File: config.mk
export PLATFORM = sky130hd
export DESIGN_NAME = ccdrs_readout
export DESIGN_NICKNAME = d
export VERILOG_FILES = /design/src/ccdrs_pkg.sv /design/src/ccdrs_line_if.sv /design/src/ccdrs_line_buf.sv /design/src/ccdrs_readout.sv
export SDC_FILE = /design/constraint.sdc
export NUM_CORES = 1
export LEC_CHECK = 0
export ABC_CLOCK_PERIOD_IN_PS = 2760
export BUFFER_PORTS_ARGS = -buffer_cell sky130_fd_sc_hd__buf_2
export CORE_UTILIZATION = 35
export DETAILED_ROUTE_END_ITERATION = 10
export GPL_TIMING_DRIVEN = 0
export PLACE_DENSITY_LB_ADDON = 0.15
export SLEW_MARGIN = 20
export SYNTH_ARGS = -nofsm -noshare
export SYNTH_HDL_FRONTEND = slang
export SYNTH_SLANG_ARGS = --single-unit
File: constraint.sdc
create_clock -name clk_sys_i -period 2.76 [get_ports clk_sys_i]
set_input_delay 0.138 -clock clk_sys_i [delete_from_list [all_inputs] [get_ports clk_sys_i]]
set_output_delay 0.138 -clock clk_sys_i [all_outputs]
set_load 0.02 [all_outputs]
File: src/ccdrs_pkg.sv
// Summary of operation
// - frame mode: two fields of 775 lines
// - first field first pair, second field second
// - decimated mode reads 4 of 12 lines
// - decimated mode sums two rows per line
// - decimated frame gives exactly 258 lines
// - window output starts slot 26H or 30H
// - fast NTSC window is lines i+3 to i+108
// - window truncated at decimated line 258
package ccdrs_pkg;

   // =========================================================
   // geometry
   // =========================================================
   localparam logic [10:0] FIELD_LINES = 11'h307;
   localparam logic [10:0] FRAME_LINES = 11'h60E;
   localparam logic [10:0] DEC_LINES = 11'h102;
   localparam logic [10:0] DEC_GROUP_ROWS = 11'h00C;
   localparam logic [10:0] DEC_SUM_GAP = 11'h002;
   localparam logic [10:0] FIELD_PAIR_ROWS = 11'h004;
   localparam logic [10:0] SECOND_FIELD_OFFS = 11'h002;

   // =========================================================
   // focus window timing
   // =========================================================
   localparam logic [5:0] FAST_START_SLOT = 6'h1A;
   localparam logic [5:0] FASTEST_START_SLOT = 6'h1E;
   localparam logic [10:0] WIN_FIRST_OFFS = 11'h002;
   localparam logic [10:0] FAST_LEN_NTSC = 11'h06C;
   localparam logic [10:0] FAST_LEN_PAL = 11'h086;
   localparam logic [10:0] FASTEST_LEN_NTSC = 11'h026;
   localparam logic [10:0] FASTEST_LEN_PAL = 11'h02F;

   // =========================================================
   // types
   // =========================================================
   typedef enum logic [1:0] {
      MODE_FRAME = 2'h0,
      MODE_HIGH_RATE = 2'h1,
      MODE_FOCUS_WINDOW_FAST = 2'h2,
      MODE_FOCUS_WINDOW_FASTEST = 2'h3
   } ccdrs_mode_t;

   typedef enum logic {
      STD_NTSC = 1'h0,
      STD_PAL = 1'h1
   } ccdrs_std_t;

   typedef enum logic [1:0] {
      KIND_FIRST_FIELD_LINE_ONE = 2'h0,
      KIND_FIRST_FIELD_LINE_TWO = 2'h1,
      KIND_SECOND_FIELD_LINE_ONE = 2'h2,
      KIND_SECOND_FIELD_LINE_TWO = 2'h3
   } ccdrs_kind_t;

   typedef enum logic [2:0] {
      ST_IDLE = 3'h0,
      ST_SWEEP = 3'h1,
      ST_WAIT = 3'h2,
      ST_OUT = 3'h3,
      ST_DONE = 3'h4
   } ccdrs_state_t;

   typedef struct packed {
      logic [10:0] num;
      logic field;
      ccdrs_kind_t kind;
      logic [10:0] row_a;
      logic [10:0] row_b;
      logic summed;
   } ccdrs_line_t;

endpackage

File: src/ccdrs_line_if.sv
`timescale 1ns/1ps
interface ccdrs_line_if;
   logic valid;
   logic ready;
   ccdrs_pkg::ccdrs_line_t data;

   modport src (
      output valid,
      output data,
      input ready
   );

   modport snk (
      input valid,
      input data,
      output ready
   );
endinterface

File: src/ccdrs_line_buf.sv
`timescale 1ns/1ps
module ccdrs_line_buf (
   input wire logic clk_sys_i,
   input wire logic rstn_i,
   ccdrs_line_if.snk in_if,
   ccdrs_line_if.src out_if
);

   // entry 0 is the head seen by the receiver, entry 1 the spare
   ccdrs_pkg::ccdrs_line_t ent_q [2];
   logic [1:0] vld_q;
   logic push;
   logic pop;

   // ready depends only on the spare slot, so it never loops back
   assign in_if.ready = ~vld_q[1];
   assign out_if.valid = vld_q[0];
   assign out_if.data = ent_q[0];
   assign push = in_if.valid & ~vld_q[1];
   assign pop = vld_q[0] & out_if.ready;

   // =========================================================
   // valid flags
   // =========================================================
   always_ff @(posedge clk_sys_i or negedge rstn_i) begin
      if (!rstn_i) begin
         vld_q <= 2'h0;
      end else if (pop) begin
         vld_q[0] <= vld_q[1] | push;
         vld_q[1] <= 1'h0;
      end else if (push) begin
         if (!vld_q[0]) begin
            vld_q[0] <= 1'h1;
         end else begin
            vld_q[1] <= 1'h1;
         end
      end
   end

   // =========================================================
   // storage
   // =========================================================
   always_ff @(posedge clk_sys_i or negedge rstn_i) begin
      if (!rstn_i) begin
         ent_q[0] <= '0;
         ent_q[1] <= '0;
      end else if (pop) begin
         if (vld_q[1]) begin
            ent_q[0] <= ent_q[1];
         end else if (push) begin
            ent_q[0] <= in_if.data;
         end
      end else if (push) begin
         if (!vld_q[0]) begin
            ent_q[0] <= in_if.data;
         end else begin
            ent_q[1] <= in_if.data;
         end
      end
   end

endmodule

File: src/ccdrs_readout.sv
`timescale 1ns/1ps
module ccdrs_readout (
   input wire logic clk_sys_i,
   input wire logic rstn_i,
   input wire logic frame_start_i,
   input wire logic line_strobe_i,
   input wire logic [1:0] mode_i,
   input wire logic std_i,
   input wire logic [7:0] frame_shift_i,
   input wire logic line_ready_i,
   output logic line_valid_o,
   output logic [10:0] line_num_o,
   output logic line_field_o,
   output logic [1:0] line_kind_o,
   output logic [10:0] row_a_o,
   output logic [10:0] row_b_o,
   output logic summed_o,
   output logic sweeping_o,
   output logic frame_active_o,
   output logic line_missed_o
);

   // =========================================================
   // declarations
   // =========================================================
   ccdrs_pkg::ccdrs_state_t state_q;
   ccdrs_pkg::ccdrs_mode_t mode_q;
   logic [7:0] shift_q;
   logic [7:0] sweep_cnt_q;
   logic [5:0] slot_q;
   logic [10:0] line_q;
   logic [10:0] last_q;
   logic pend_vld_q;
   ccdrs_pkg::ccdrs_line_t pend_q;
   logic sweeping_q;
   logic active_q;
   logic missed_q;

   ccdrs_pkg::ccdrs_mode_t mode_in;
   logic focus_in;
   logic [5:0] start_slot;
   logic at_start;
   logic emit;
   logic emit_lost;
   logic pend_take;
   logic [10:0] win_first;
   logic [10:0] win_last;
   ccdrs_pkg::ccdrs_line_t word;

   ccdrs_line_if src_if ();
   ccdrs_line_if out_if ();

   assign mode_in = ccdrs_pkg::ccdrs_mode_t'(mode_i);
   assign focus_in = mode_in[1];

   // =========================================================
   // window bounds
   // =========================================================
   function automatic logic [10:0] win_len(
      input ccdrs_pkg::ccdrs_mode_t m,
      input logic s
   );
      logic [10:0] len;
      len = ccdrs_pkg::FAST_LEN_NTSC;
      if (m == ccdrs_pkg::MODE_FOCUS_WINDOW_FAST) begin
         len = s ? ccdrs_pkg::FAST_LEN_PAL : ccdrs_pkg::FAST_LEN_NTSC;
      end else begin
         len = s ? ccdrs_pkg::FASTEST_LEN_PAL : ccdrs_pkg::FASTEST_LEN_NTSC;
      end
      return len;
   endfunction

   // zero-based index i+2 is window line number i+3, lines i+1 and i+2 never leave
   assign win_first = {3'h0, frame_shift_i} + ccdrs_pkg::WIN_FIRST_OFFS;

   always_comb begin
      logic [10:0] end_line;
      end_line = {3'h0, frame_shift_i} + win_len(mode_in, std_i);
      if (end_line > ccdrs_pkg::DEC_LINES) begin
         end_line = ccdrs_pkg::DEC_LINES;
      end
      win_last = end_line - 11'h001;
   end

   assign start_slot = (mode_q == ccdrs_pkg::MODE_FOCUS_WINDOW_FAST) ?
                       ccdrs_pkg::FAST_START_SLOT : ccdrs_pkg::FASTEST_START_SLOT;

   // strobe that carries slot start_slot arrives with slot_q one below it
   assign at_start = (slot_q == (start_slot - 6'h01));

   // =========================================================
   // line word build
   // =========================================================
   always_comb begin
      logic [10:0] l;
      logic fld;
      logic [7:0] grp;
      word = '0;
      l = line_q;
      fld = 1'h0;
      grp = line_q[8:1];
      word.num = line_q + 11'h001;
      if (mode_q == ccdrs_pkg::MODE_FRAME) begin
         if (line_q >= ccdrs_pkg::FIELD_LINES) begin
            fld = 1'h1;
            l = line_q - ccdrs_pkg::FIELD_LINES;
         end
         word.field = fld;
         // each field takes its own line pair of every four-row mosaic cell
         word.row_a = (ccdrs_pkg::FIELD_PAIR_ROWS * {1'h0, l[10:1]})
                      + {10'h000, l[0]}
                      + (fld ? ccdrs_pkg::SECOND_FIELD_OFFS : 11'h000);
         word.row_b = word.row_a;
         word.kind = ccdrs_pkg::ccdrs_kind_t'({fld, l[0]});
         word.summed = 1'h0;
      end else begin
         // two output lines per twelve rows: four rows read, summed in pairs
         word.field = 1'h0;
         word.row_a = (ccdrs_pkg::DEC_GROUP_ROWS * {3'h0, grp})
                      + {10'h000, line_q[0]};
         word.row_b = word.row_a + ccdrs_pkg::DEC_SUM_GAP;
         word.kind = ccdrs_pkg::ccdrs_kind_t'({1'h0, line_q[0]});
         word.summed = 1'h1;
      end
   end

   // =========================================================
   // emit decision
   // =========================================================
   assign emit = line_strobe_i & ~frame_start_i &
                 ((state_q == ccdrs_pkg::ST_OUT) |
                  ((state_q == ccdrs_pkg::ST_WAIT) & at_start));
   assign pend_take = pend_vld_q & src_if.ready;
   // a stalled receiver cannot stop the sensor's charge, so the word is dropped
   assign emit_lost = emit & pend_vld_q & ~src_if.ready;

   // =========================================================
   // frame settings, latched once per frame
   // =========================================================
   always_ff @(posedge clk_sys_i or negedge rstn_i) begin
      if (!rstn_i) begin
         mode_q <= ccdrs_pkg::MODE_FRAME;
         shift_q <= 8'h00;
      end else if (frame_start_i) begin
         // the standard only shapes the window bound, taken into last_q here as well
         mode_q <= mode_in;
         shift_q <= frame_shift_i;
      end
   end

   // =========================================================
   // sequencer
   // =========================================================
   always_ff @(posedge clk_sys_i or negedge rstn_i) begin
      if (!rstn_i) begin
         state_q <= ccdrs_pkg::ST_IDLE;
      end else if (frame_start_i) begin
         if (focus_in) begin
            state_q <= (frame_shift_i == 8'h00) ? ccdrs_pkg::ST_WAIT : ccdrs_pkg::ST_SWEEP;
         end else begin
            state_q <= ccdrs_pkg::ST_OUT;
         end
      end else begin
         unique case (state_q)
            ccdrs_pkg::ST_IDLE: begin
               state_q <= ccdrs_pkg::ST_IDLE;
            end
            ccdrs_pkg::ST_SWEEP: begin
               if (sweep_cnt_q == shift_q - 8'h01) begin
                  state_q <= ccdrs_pkg::ST_WAIT;
               end
            end
            ccdrs_pkg::ST_WAIT: begin
               if (emit) begin
                  state_q <= (line_q == last_q) ? ccdrs_pkg::ST_DONE : ccdrs_pkg::ST_OUT;
               end
            end
            ccdrs_pkg::ST_OUT: begin
               if (emit && line_q == last_q) begin
                  state_q <= ccdrs_pkg::ST_DONE;
               end
            end
            ccdrs_pkg::ST_DONE: begin
               state_q <= ccdrs_pkg::ST_DONE;
            end
            default: begin
               state_q <= ccdrs_pkg::ST_IDLE;
            end
         endcase
      end
   end

   // =========================================================
   // frame-shift sweep of the picture top
   // =========================================================
   always_ff @(posedge clk_sys_i or negedge rstn_i) begin
      if (!rstn_i) begin
         sweep_cnt_q <= 8'h00;
         sweeping_q <= 1'h0;
      end else if (frame_start_i) begin
         sweep_cnt_q <= 8'h00;
         sweeping_q <= focus_in & (frame_shift_i != 8'h00);
      end else if (state_q == ccdrs_pkg::ST_SWEEP) begin
         sweep_cnt_q <= sweep_cnt_q + 8'h01;
         if (sweep_cnt_q == shift_q - 8'h01) begin
            sweeping_q <= 1'h0;
         end
      end
   end

   // =========================================================
   // line slot counter
   // =========================================================
   always_ff @(posedge clk_sys_i or negedge rstn_i) begin
      if (!rstn_i) begin
         slot_q <= 6'h00;
      end else if (frame_start_i) begin
         slot_q <= 6'h00;
      end else if (line_strobe_i && slot_q != 6'h3F) begin
         slot_q <= slot_q + 6'h01;
      end
   end

   // =========================================================
   // line index and bound
   // =========================================================
   always_ff @(posedge clk_sys_i or negedge rstn_i) begin
      if (!rstn_i) begin
         line_q <= 11'h000;
         last_q <= 11'h000;
      end else if (frame_start_i) begin
         unique case (mode_in)
            ccdrs_pkg::MODE_FRAME: begin
               line_q <= 11'h000;
               last_q <= ccdrs_pkg::FRAME_LINES - 11'h001;
            end
            ccdrs_pkg::MODE_HIGH_RATE: begin
               line_q <= 11'h000;
               last_q <= ccdrs_pkg::DEC_LINES - 11'h001;
            end
            ccdrs_pkg::MODE_FOCUS_WINDOW_FAST,
            ccdrs_pkg::MODE_FOCUS_WINDOW_FASTEST: begin
               line_q <= win_first;
               last_q <= win_last;
            end
         endcase
      end else if (emit && line_q != last_q) begin
         line_q <= line_q + 11'h001;
      end
   end

   // =========================================================
   // pending word toward the buffer
   // =========================================================
   always_ff @(posedge clk_sys_i or negedge rstn_i) begin
      if (!rstn_i) begin
         pend_vld_q <= 1'h0;
         pend_q <= '0;
      end else if (emit && (!pend_vld_q || src_if.ready)) begin
         pend_vld_q <= 1'h1;
         pend_q <= word;
      end else if (pend_take) begin
         pend_vld_q <= 1'h0;
      end
   end

   assign src_if.valid = pend_vld_q;
   assign src_if.data = pend_q;

   // =========================================================
   // status
   // =========================================================
   always_ff @(posedge clk_sys_i or negedge rstn_i) begin
      if (!rstn_i) begin
         missed_q <= 1'h0;
      end else if (emit_lost) begin
         missed_q <= 1'h1;
      end else if (frame_start_i) begin
         missed_q <= 1'h0;
      end
   end

   always_ff @(posedge clk_sys_i or negedge rstn_i) begin
      if (!rstn_i) begin
         active_q <= 1'h0;
      end else if (frame_start_i) begin
         active_q <= 1'h1;
      end else if (state_q == ccdrs_pkg::ST_DONE || state_q == ccdrs_pkg::ST_IDLE) begin
         active_q <= 1'h0;
      end
   end

   assign sweeping_o = sweeping_q;
   assign frame_active_o = active_q;
   assign line_missed_o = missed_q;

   // =========================================================
   // output buffer
   // =========================================================
   ccdrs_line_buf u_buf (
      .clk_sys_i(clk_sys_i),
      .rstn_i(rstn_i),
      .in_if(src_if),
      .out_if(out_if)
   );

   assign out_if.ready = line_ready_i;
   assign line_valid_o = out_if.valid;
   assign line_num_o = out_if.data.num;
   assign line_field_o = out_if.data.field;
   assign line_kind_o = out_if.data.kind;
   assign row_a_o = out_if.data.row_a;
   assign row_b_o = out_if.data.row_b;
   assign summed_o = out_if.data.summed;

endmodule

Word level (Yosys, flattened, before mapping)
Cells that the tools add are included.
Cells by class
  add/subtract/negate cells: 13
  shift operators: 0
  bitwise operators: 13
  mux-type cells: 45
  div/mod/pow operators: 0
  equality and inequality tests: 17
  multiply operators: 1
  reductions and logical operators: 29
  $lt $le $gt $ge: 2
Operators by type and width (number)
  two-way mux 37 bit: 5
  two-way mux 74 bit: 1
  two-way mux 11 bit: 3
  case mux 11 bit (3 select lines): 1
  two-way mux 8 bit: 4
  two-way mux 26 bit: 1
  adder 11 x 1 -> 11 bit: 2
  case mux 11 bit (2 select lines): 1
  two-way mux 10 bit: 2
  nonzero test 2 bit: 10
  two-way mux 3 bit: 6
  two-way mux 1 bit: 12
  two-way mux 6 bit: 2
  case mux 3 bit (4 select lines): 1
  adder 11 x 1 -> 11 bit, second input constant: 1
  adder 11 x 2 -> 11 bit: 1
  adder 11 x 2 -> 11 bit, second input constant: 1
  adder 8 x 11 -> 11 bit: 1
  equality test 11 bit: 1
  greater-or-equal comparator 11 x 10 -> 1 bit, second input constant: 1
  > comparator 11 x 9 -> 1 bit, second input constant: 1
  != test 11 bit: 1
  subtractor 11 x 1 -> 11 bit, second input constant: 1
  two-way mux 2 bit: 5
  32 further kinds: 55
Storage, ports and cells
  register bits: 166
  memory bits (read-only): 0
  output and inout port bits: 41
  input bits: 16
  latch bits: 0
  RAM bits: 0
  memories kept: 0
  word-level logic and storage cells: 151

Longest topological paths before layout
Gate-level depths: netlist of the first run.
  word-level depth: 11
  gate-level depth with buffers: 18
  gate-level depth less buffers: 17

Cells and area by module
Synthesis of the first run repeated with hierarchy kept, for this count alone.
Unflattened totals
  cells, all modules: 820
  area total of the unflattened synthesis: 8753.4 um^2
By module, submodules not included
  ccdrs_readout: area an instance 5285.1 um^2, cells an instance 571, times used 1, seq. area each 1926.8 um^2
  ccdrs_line_buf: area an instance 3468.3 um^2, cells an instance 249, times used 1, seq. area each 1901.8 um^2

Least setup slack after synthesis of the first run
OpenSTA, ideal clock, no wires.
  path type: input port to flip-flop
  start point: input port mode_i[1]
  end point: register last_q[6]
  setup slack: -0.852 ns
  setup time: 0.120 ns
  arrival time: 3.492 ns
  data required time: 2.640 ns
  buffers on the path: 1
  cell stages on the path: 17
  path through: clkbuf_1 > nor2b_1 > inv_1 > ha_1 > ha_1 > fa_1 > o21a_1 > o311a_1 > a21oi_2 > nor3_1 > a31oi_1 > nand2b_1 > ha_1 > inv_1 > o22ai_1 > xnor2_1 > a31o_1
Between the ends
  cells in the longest elaborated chain, start to end: 7
  elaborated cells on any way between the ends: 11
  those cells by class: 2 x add/sub; 1 x order compare; 3 x eq/ne; 3 x mux; 2 x reduce/logical
RTL lines
  from (decl): line ccdrs_readout.sv:7  | input wire logic [1:0] mode_i,
  equality test 2 bit: line ccdrs_readout.sv:65, ccdrs_readout.sv:232
  two-way mux 8 bit: line ccdrs_readout.sv:65  | if (m == ccdrs_pkg::MODE_FOCUS_WINDOW_FAST) begin
  adder 8 x 11 -> 11 bit: line ccdrs_readout.sv:78  | end_line = {3'h0, frame_shift_i} + win_len(mode_in, std_i);
  > comparator 11 x 9 -> 1 bit: line ccdrs_readout.sv:79  | if (end_line > ccdrs_pkg::DEC_LINES) begin
  two-way mux 11 bit: line ccdrs_readout.sv:79
  subtractor 11 x 1 -> 11 bit: line ccdrs_readout.sv:82  | win_last = end_line - 11'h001;
  case mux 11 bit (3 select lines) *: line ccdrs_readout.sv:232  | unique case (mode_in)
  to (signal assigned): line ccdrs_readout.sv:235  | last_q <= ccdrs_pkg::FRAME_LINES - 11'h001;
  to (signal assigned): line ccdrs_readout.sv:239  | last_q <= ccdrs_pkg::DEC_LINES - 11'h001;
  to (signal assigned): line ccdrs_readout.sv:244  | last_q <= win_last;
  to (decl): line ccdrs_readout.sv:32  | logic [10:0] last_q;
Mark *: on every way between the ends. The rest lies on a longest branch, timed or not.
A chain may end at the register's enable or synchronous reset.

Worst setup path after layout of the first run
  start point: input port mode_i[1]
  end point: register last_q[2]
Same word-level chain as after synthesis.

==> impl_metrics.json, run 1 <==
{
  "grt_use_total": 0.1796,
  "routed_via_density": 5.003,
  "clk_path_buf_depth": 2,
  "clk_latency_ps": 420,
  "cp-endpoint": "last_q[2]",
  "dieWidth_um": 150.0,
  "port_buffers": 55,
  "syn_to_final_growth_pct": 21.82,
  "wl_um": 18890,
  "die_h_um": 150.0,
  "violations": "setup timing",
  "fin_util": 0.4401,
  "vdd_drop_max_mv": 0.3707,
  "num_antenna_cells": 0,
  "critPathKind": "input pin to flop",
  "slew_violations": 0,
  "synth_cell_types": 73,
  "slew_headroom": 0.5582,
  "setup_slack_ps": -19.64,
  "htreeDepth": 4,
  "synthArstFlopShare": 1.000,
  "cts_tree": "done",
  "drcViolationCount": 0,
  "synthesis.nets": 866,
  "cts.reportedPaths.clkPinSlew_ps": 60,
  "fin_crit_sh": 1.007,
  "syn_area_mm2": 0.007666,
  "post_synth.cell_area_avg_um2": 9.383,
  "first_pass_iters": 4,
  "cp.required_ps": 3110,
  "p_leak_nw": 4.039,
  "core_mm2": 0.02122,
  "synth-edff-count": 0,
  "rr_worst_depth": 6,
  "max_freq_ghz": 0.3598,
  "seq_area_frac_synth": 0.4146,
  "multi_input_area_mm2": 0.004173,
  "layout-drive-gt1-share": 0.2195,
  "crit_start": "mode_i[1]",
  "max-cap-violations": 0,
  "grt_max_degree": 67,
  "pre_cts_slack_ps": -1010,
  "register_area_mm2": 0.003178,
  "synth.area.top_cells": "dfrtp_1, xnor2_1, ha_1",
  "synth_flop_cell": "dfrtp_1",
  "start_util": 0.3613,
  "setup_viol": 3,
  "yosys_warnings": 0,
  "holdCritPathClass": "input pin to flop",
  "rsz0062_at_grt": "yes",
  "hold_path.startpoint": "frame_shift_i[0]",
  "fill_cells": 2157,
  "syn_inst": 817,
  "synth_top_area_frac": 0.4146,
  "post_drt_wl_per_cell_um": 15.75,
  "grt_pass1_wl_um": 31000,
  "dp_hpwl_um": 13960,
  "synth_top_area_cell": "dfrtp_1",
  "vias": 6004,
  "cp-start-kind": "input pin",
  "tightest_slew_ps": 661.0,
  "gpl.final_weighted_congestion": 0.8315,
  "nNetsFinal": 961,
  "antenna_found_initial": 0,
  "rrSetupSlack_ps": 310,
  "drt_iter0_markers": 237,
  "fin_skew_ps": 10.60,
  "ys_seq_elements": 127,
  "numCtsBuffers": 17,
  "crit_fanout": 4,
  "root_buffer": "clkbuf_16",
  "fin_crit_ps": 2780,
  "r2r_end": "pend_q[16]",
  "detail-route-antenna-nets": 0,
  "rows": 53,
  "arrival_ps": 3130,
  "total_power_mw": 7.515,
  "powerDensity_mw_per_mm2": 804.7,
  "fin_tns_setup_ps": -45.99,
  "dieArea_mm2": 0.02250,
  "finalHoldViolations": 0,
  "timing.hold.ws_ps": 37.37,
  "crit_path_end_kind": "flop",
  "grt_overflow_total": 0,
  "status": "complete, but fails checks",
  "grt_pass1_vias": 5756,
  "cts.sink_count": 127,
  "io_pins": 57,
  "r2r_start": "state_q[2]"
}
## per-layer routing
metal  GRT usage  routed length [um]  vias to the layer above
li1            -                   -                     3016
met1      0.2394                8954                     2861
met2      0.2884                8947                      102
met3     0.02622                 486                       25
met4     0.07828                 506                        0
met5           0                   0                        -
## per-stage QoR
stage,cells,instance area (um^2)
global placement,1147,8362
global route,1200,9339
CTS,1193,9171
finish,1200,9339
floorplan,817,7742
detailed placement,1148,8399
## sequential cells by signal (all words and copies together) (netlist names), 6 cells and up
register and count:
last_q 11, u_buf.out_if.data 24, u_buf.ent_q 24, line_q 11
pend_q 24, slot_q 6, sweep_cnt_q 8, shift_q 8
## cell families after synthesis
group | share of synthesized area
and+or+nand+nor | 0.1755
xor gates and xnor gates | 0.07426
adders and majority gates | 0.05582
buffers and inverters | 0.07165
muxes | 0.05549
DFF | 0.4146
AOI/OAI and AO/OA | 0.1528
## cells in the mapped netlist, types with 11 or more instances
library cell	n
dfrtp_1	127
nor2_1	68
a21oi_1	66
nand2_1	59
xnor2_1	46
buf_4	36
clkbuf_1	33
nor2b_1	32
ha_1	31
o21ai_1	29
mux2_1	24
nand3_1	22
inv_1	20
nor3_1	20
xor2_1	19
nand4_1	13
o21ai_0	11
## layout make-up
cell class / count / area share
multi-input combinational: 586 / 0.4468
clock inverter: 14 / 0.01688
clock buffer: 18 / 0.04595
tap: 275 / 0.03684
sequential: 127 / 0.3403
inverter: 24 / 0.01018
timing repair buffer: 77 / 0.05372
buffer: 79 / 0.04930
## timing repair
action                                 4_1_cts  5_1_grt
setup endpoints to repair                    6        8
buffers inserted                            11        7
pin swaps                                   13       13
resized for setup                           16       26
hold buffers                                 2        1
endpoints found under the hold margin       66        1
## worst min path at each step
stage                                  to  slack, ps  depth (start not counted)
floorplan                  frame_active_o       -160                          0
global placement           u_buf.vld_q[1]        400                          2
detailed placement  u_buf.out_if.data[30]        130                          1
CTS                            shift_q[0]         20                          3
global route                    line_q[0]         50                          3
finish                         shift_q[0]         40                          3
## placed cells by master (no fill, tap or decap), types with 10 or more instances in the layout
| master | instances |
|---|---|
| a21oi_1 | 64 |
| buf_2 | 59 |
| buf_4 | 52 |
| clkbuf_1 | 32 |
| clkbuf_16 | 17 |
| dfrtp_1 | 127 |
| ha_1 | 28 |
| inv_1 | 18 |
| mux2_1 | 24 |
| nand2_1 | 59 |
| nand3_1 | 20 |
| nand4_1 | 13 |
| nor2_1 | 67 |
| nor2b_1 | 31 |
| nor3_1 | 18 |
| o21ai_0 | 10 |
| o21ai_1 | 30 |
| xnor2_1 | 46 |
| xor2_1 | 18 |
## power by group
part	internal, mW	leakage [nW]	switching, mW	total [mW]
Sequential	2.32	1.62	0.330	2.65
Combinational	1.19	2.14	1.44	2.63
Clock	1.34	0.278	0.890	2.23
Total	4.86	4.04	2.66	7.51
## worst max-delay path, cell delays in order
cell and delay, ps:
buf_8 80, nor2b_4 170, inv_2 60, ha_4 160, ha_4 170, fa_2 420, o21a_4 230, o311a_4 330
a21oi_4 160, nor3_4 70, a31oi_4 230, nand2b_4 170, ha_4 180, buf_6 110, nand2_1 50, mux2_4 260
a21oi_2 120
Note: power is estimated with default switching activity, not from simulation.
==> run 2, diff against run 1 <==
--- a/config.mk
+++ b/config.mk
@@ -7,10 +7,11 @@
 export LEC_CHECK = 0
 export ABC_CLOCK_PERIOD_IN_PS = 2760
 export BUFFER_PORTS_ARGS = -buffer_cell sky130_fd_sc_hd__buf_2
-export CORE_UTILIZATION = 35
+export CORE_UTILIZATION = 55
 export DETAILED_ROUTE_END_ITERATION = 10
 export GPL_TIMING_DRIVEN = 0
-export PLACE_DENSITY_LB_ADDON = 0.15
+export PLACE_DENSITY_LB_ADDON = 0.25
+export SKIP_LAST_GASP = 1
 export SLEW_MARGIN = 20
 export SYNTH_ARGS = -nofsm -noshare
 export SYNTH_HDL_FRONTEND = slang
==> run 2 against run 1 <==
Net effect:
- the run still ends with setup timing left
- clock power barely moved
- die area fell by 36%
- sequential power barely moved
- total power rose by 0.37%
- critical path depth rose by 2
- clock skew fell by 3.6 ps
- non-clock buffer count rose by 4
- largest cell class unchanged
==> impl_metrics.json, run 2 (synthesis gave the netlist of run 1 again) <==
{
  "hold_path.startpoint": "frame_shift_i[0]",
  "fin_skew_ps": 7.007,
  "start_util": 0.5721,
  "post_drt_wl_per_cell_um": 16.42,
  "hold_path_depth": 3,
  "critPathSlowestCell": "fa_2",
  "grt_overflow_total": 0,
  "nNetsFinal": 965,
  "grt_max_degree": 82,
  "grt_pass1_wl_um": 29730,
  "hold_path_end": "line_q[0]",
  "crit_path_end_kind": "flop",
  "cts_tree": "done",
  "dp_hpwl_um": 12490,
  "rows": 42,
  "crit_buf_inv": 5,
  "finalInstanceArea_mm2": 0.009259,
  "max_stage_delay_ps": 420,
  "path_cells": "buf_8 -> nor2b_4 -> inv_2 -> ha_4 -> ha_4 -> fa_2 -> buf_4 -> and4b_2 -> o31ai_4 -> nor3_4 -> a31oi_4 -> nand2b_4 -> ha_4 -> inv_4 -> buf_12 -> nor4_4 -> a21oi_1 -> o2bb2ai_1 -> a22o_1",
  "die_h_um": 120.1,
  "cpMostUsedCell": "ha_4",
  "placed_cell_area_mm2": 0.008272,
  "max_freq_ghz": 0.3316,
  "grt_use_total": 0.2671,
  "r2r_start": "line_q[3]",
  "antenna_found_initial": 0,
  "vdd_drop_max_mv": 0.4216,
  "fin_crit_sh": 1.093,
  "clk_latency_ps": 430,
  "cp_top_family": "compound AO/OA/AOI/OAI gates",
  "detail-route-antenna-nets": 0,
  "htreeDepth": 4,
  "setup_viol": 5,
  "first_pass_iters": 5,
  "powerDensity_mw_per_mm2": 814.6,
  "dieArea_mm2": 0.01441,
  "vias": 6263,
  "numCtsBuffers": 17,
  "core_mm2": 0.01340,
  "fin_tns_setup_ps": -897.4,
  "slew_headroom": 0.5613,
  "io_pins": 57,
  "num_antenna_cells": 0,
  "cts.reportedPaths.clkPinSlew_ps": 60,
  "dieWidth_um": 120.1,
  "drt_iter0_markers": 398,
  "rr_worst_depth": 9,
  "fin_crit_ps": 3016,
  "syn_to_final_growth_pct": 20.78,
  "critPathKind": "input pin to flop",
  "layout-drive-gt1-share": 0.2207,
  "cp.required_ps": 3130,
  "rsz0062_at_grt": "yes",
  "p_leak_nw": 4.066,
  "r2r_end": "pend_q[18]",
  "cp-start-kind": "input pin",
  "grt_pass1_vias": 6000,
  "tightest_slew_ps": 656.3,
  "holdCritPathClass": "input pin to flop",
  "clk_path_buf_depth": 2,
  "arrival_ps": 3390,
  "fill_cells": 1033,
  "status": "complete, but fails checks",
  "setup_slack_ps": -255.9,
  "routed_via_density": 5.668,
  "finalHoldViolations": 0,
  "port_buffers": 55,
  "rrSetupSlack_ps": 110,
  "violations": "setup timing",
  "drcViolationCount": 0,
  "final_common_cell": "dfrtp_1",
  "max-cap-violations": 0,
  "root_buffer": "clkbuf_16",
  "wl_um": 18140,
  "cts.sink_count": 127,
  "slew_violations": 0,
  "crit_fanout": 4,
  "final_cell_mix": "dfrtp_1, nor2_1, a21oi_1",
  "gpl.final_weighted_congestion": 0.9106
}
## run 2: cell type report
class,instances,area [um^2],area share
plain buffers,79,459.2,0.04959
clock buffers,23,488.0,0.05270
clock inverters,9,107.6,0.01162
inverters,24,92.59,0.01000
multi-input cells,586,4174,0.4508
flip-flops and latches,127,3178,0.3432
well taps,176,220.2,0.02378
repair buffers,81,539.3,0.05824
## run 2: worst reg2reg max path, stage by stage, from the launching register on
cell and delay (ps):
dfrtp_1 370, clkbuf_1 380, inv_1 240, ha_1 260, nand3_1 170, a31o_2 230
nand3b_1 260, nor4b_1 250, nor3_1 280, o21ai_1 90
## run 2: timing repair
item                       in CTS  in global routing
buffers inserted               15                  6
hold endpoints to repair       48                  1
resized for setup              24                 15
setup endpoints to repair       6                  5
pin swaps                      16                 15
hold buffers                    3                  1
## run 2: layer usage
metal	vias to the layer above	wire, um	global-route usage
li1	3032	-	-
met1	2997	7679	0.3351
met2	192	9011	0.4386
met3	42	905	0.06511
met4	0	549	0.1125
met5	-	0	0
## run 2: stage by stage
| step | power (mW) | setup WS (ps) | cells | hold WS [ps] | utilization |
|---|---|---|---|---|---|
| floorplan | 4.522 | -418.8 | 817 | -157.6 | - |
| global placement | 5.120 | -931.9 | 1048 | 383.2 | 0.6148 |
| detailed placement | 5.196 | -965.3 | 1049 | 94.40 | 0.6173 |
| CTS | 7.533 | -151.8 | 1099 | 7.543 | 0.6829 |
| global route | 8.004 | -332.6 | 1105 | 24.77 | 0.6909 |
| finish | 7.542 | -255.9 | 1105 | 24.81 | 0.6909 |
## run 2: worst max path at each step
stage | startpoint | end | slack, ps | depth (start not counted)
floorplan | mode_i[1] | last_q[4] | -420 | 18
global placement | mode_i[1] | last_q[4] | -930 | 19
detailed placement | mode_i[1] | last_q[4] | -970 | 19
CTS | mode_i[1] | last_q[10] | -150 | 19
global route | mode_i[1] | last_q[4] | -330 | 19
finish | mode_i[1] | last_q[4] | -260 | 19
## run 2: report_power, final
part           leakage [nW]  internal [mW]  switching (mW)
logic                  2.16           1.20            1.46
clock network         0.289           1.42           0.817
registers              1.62           2.33           0.322
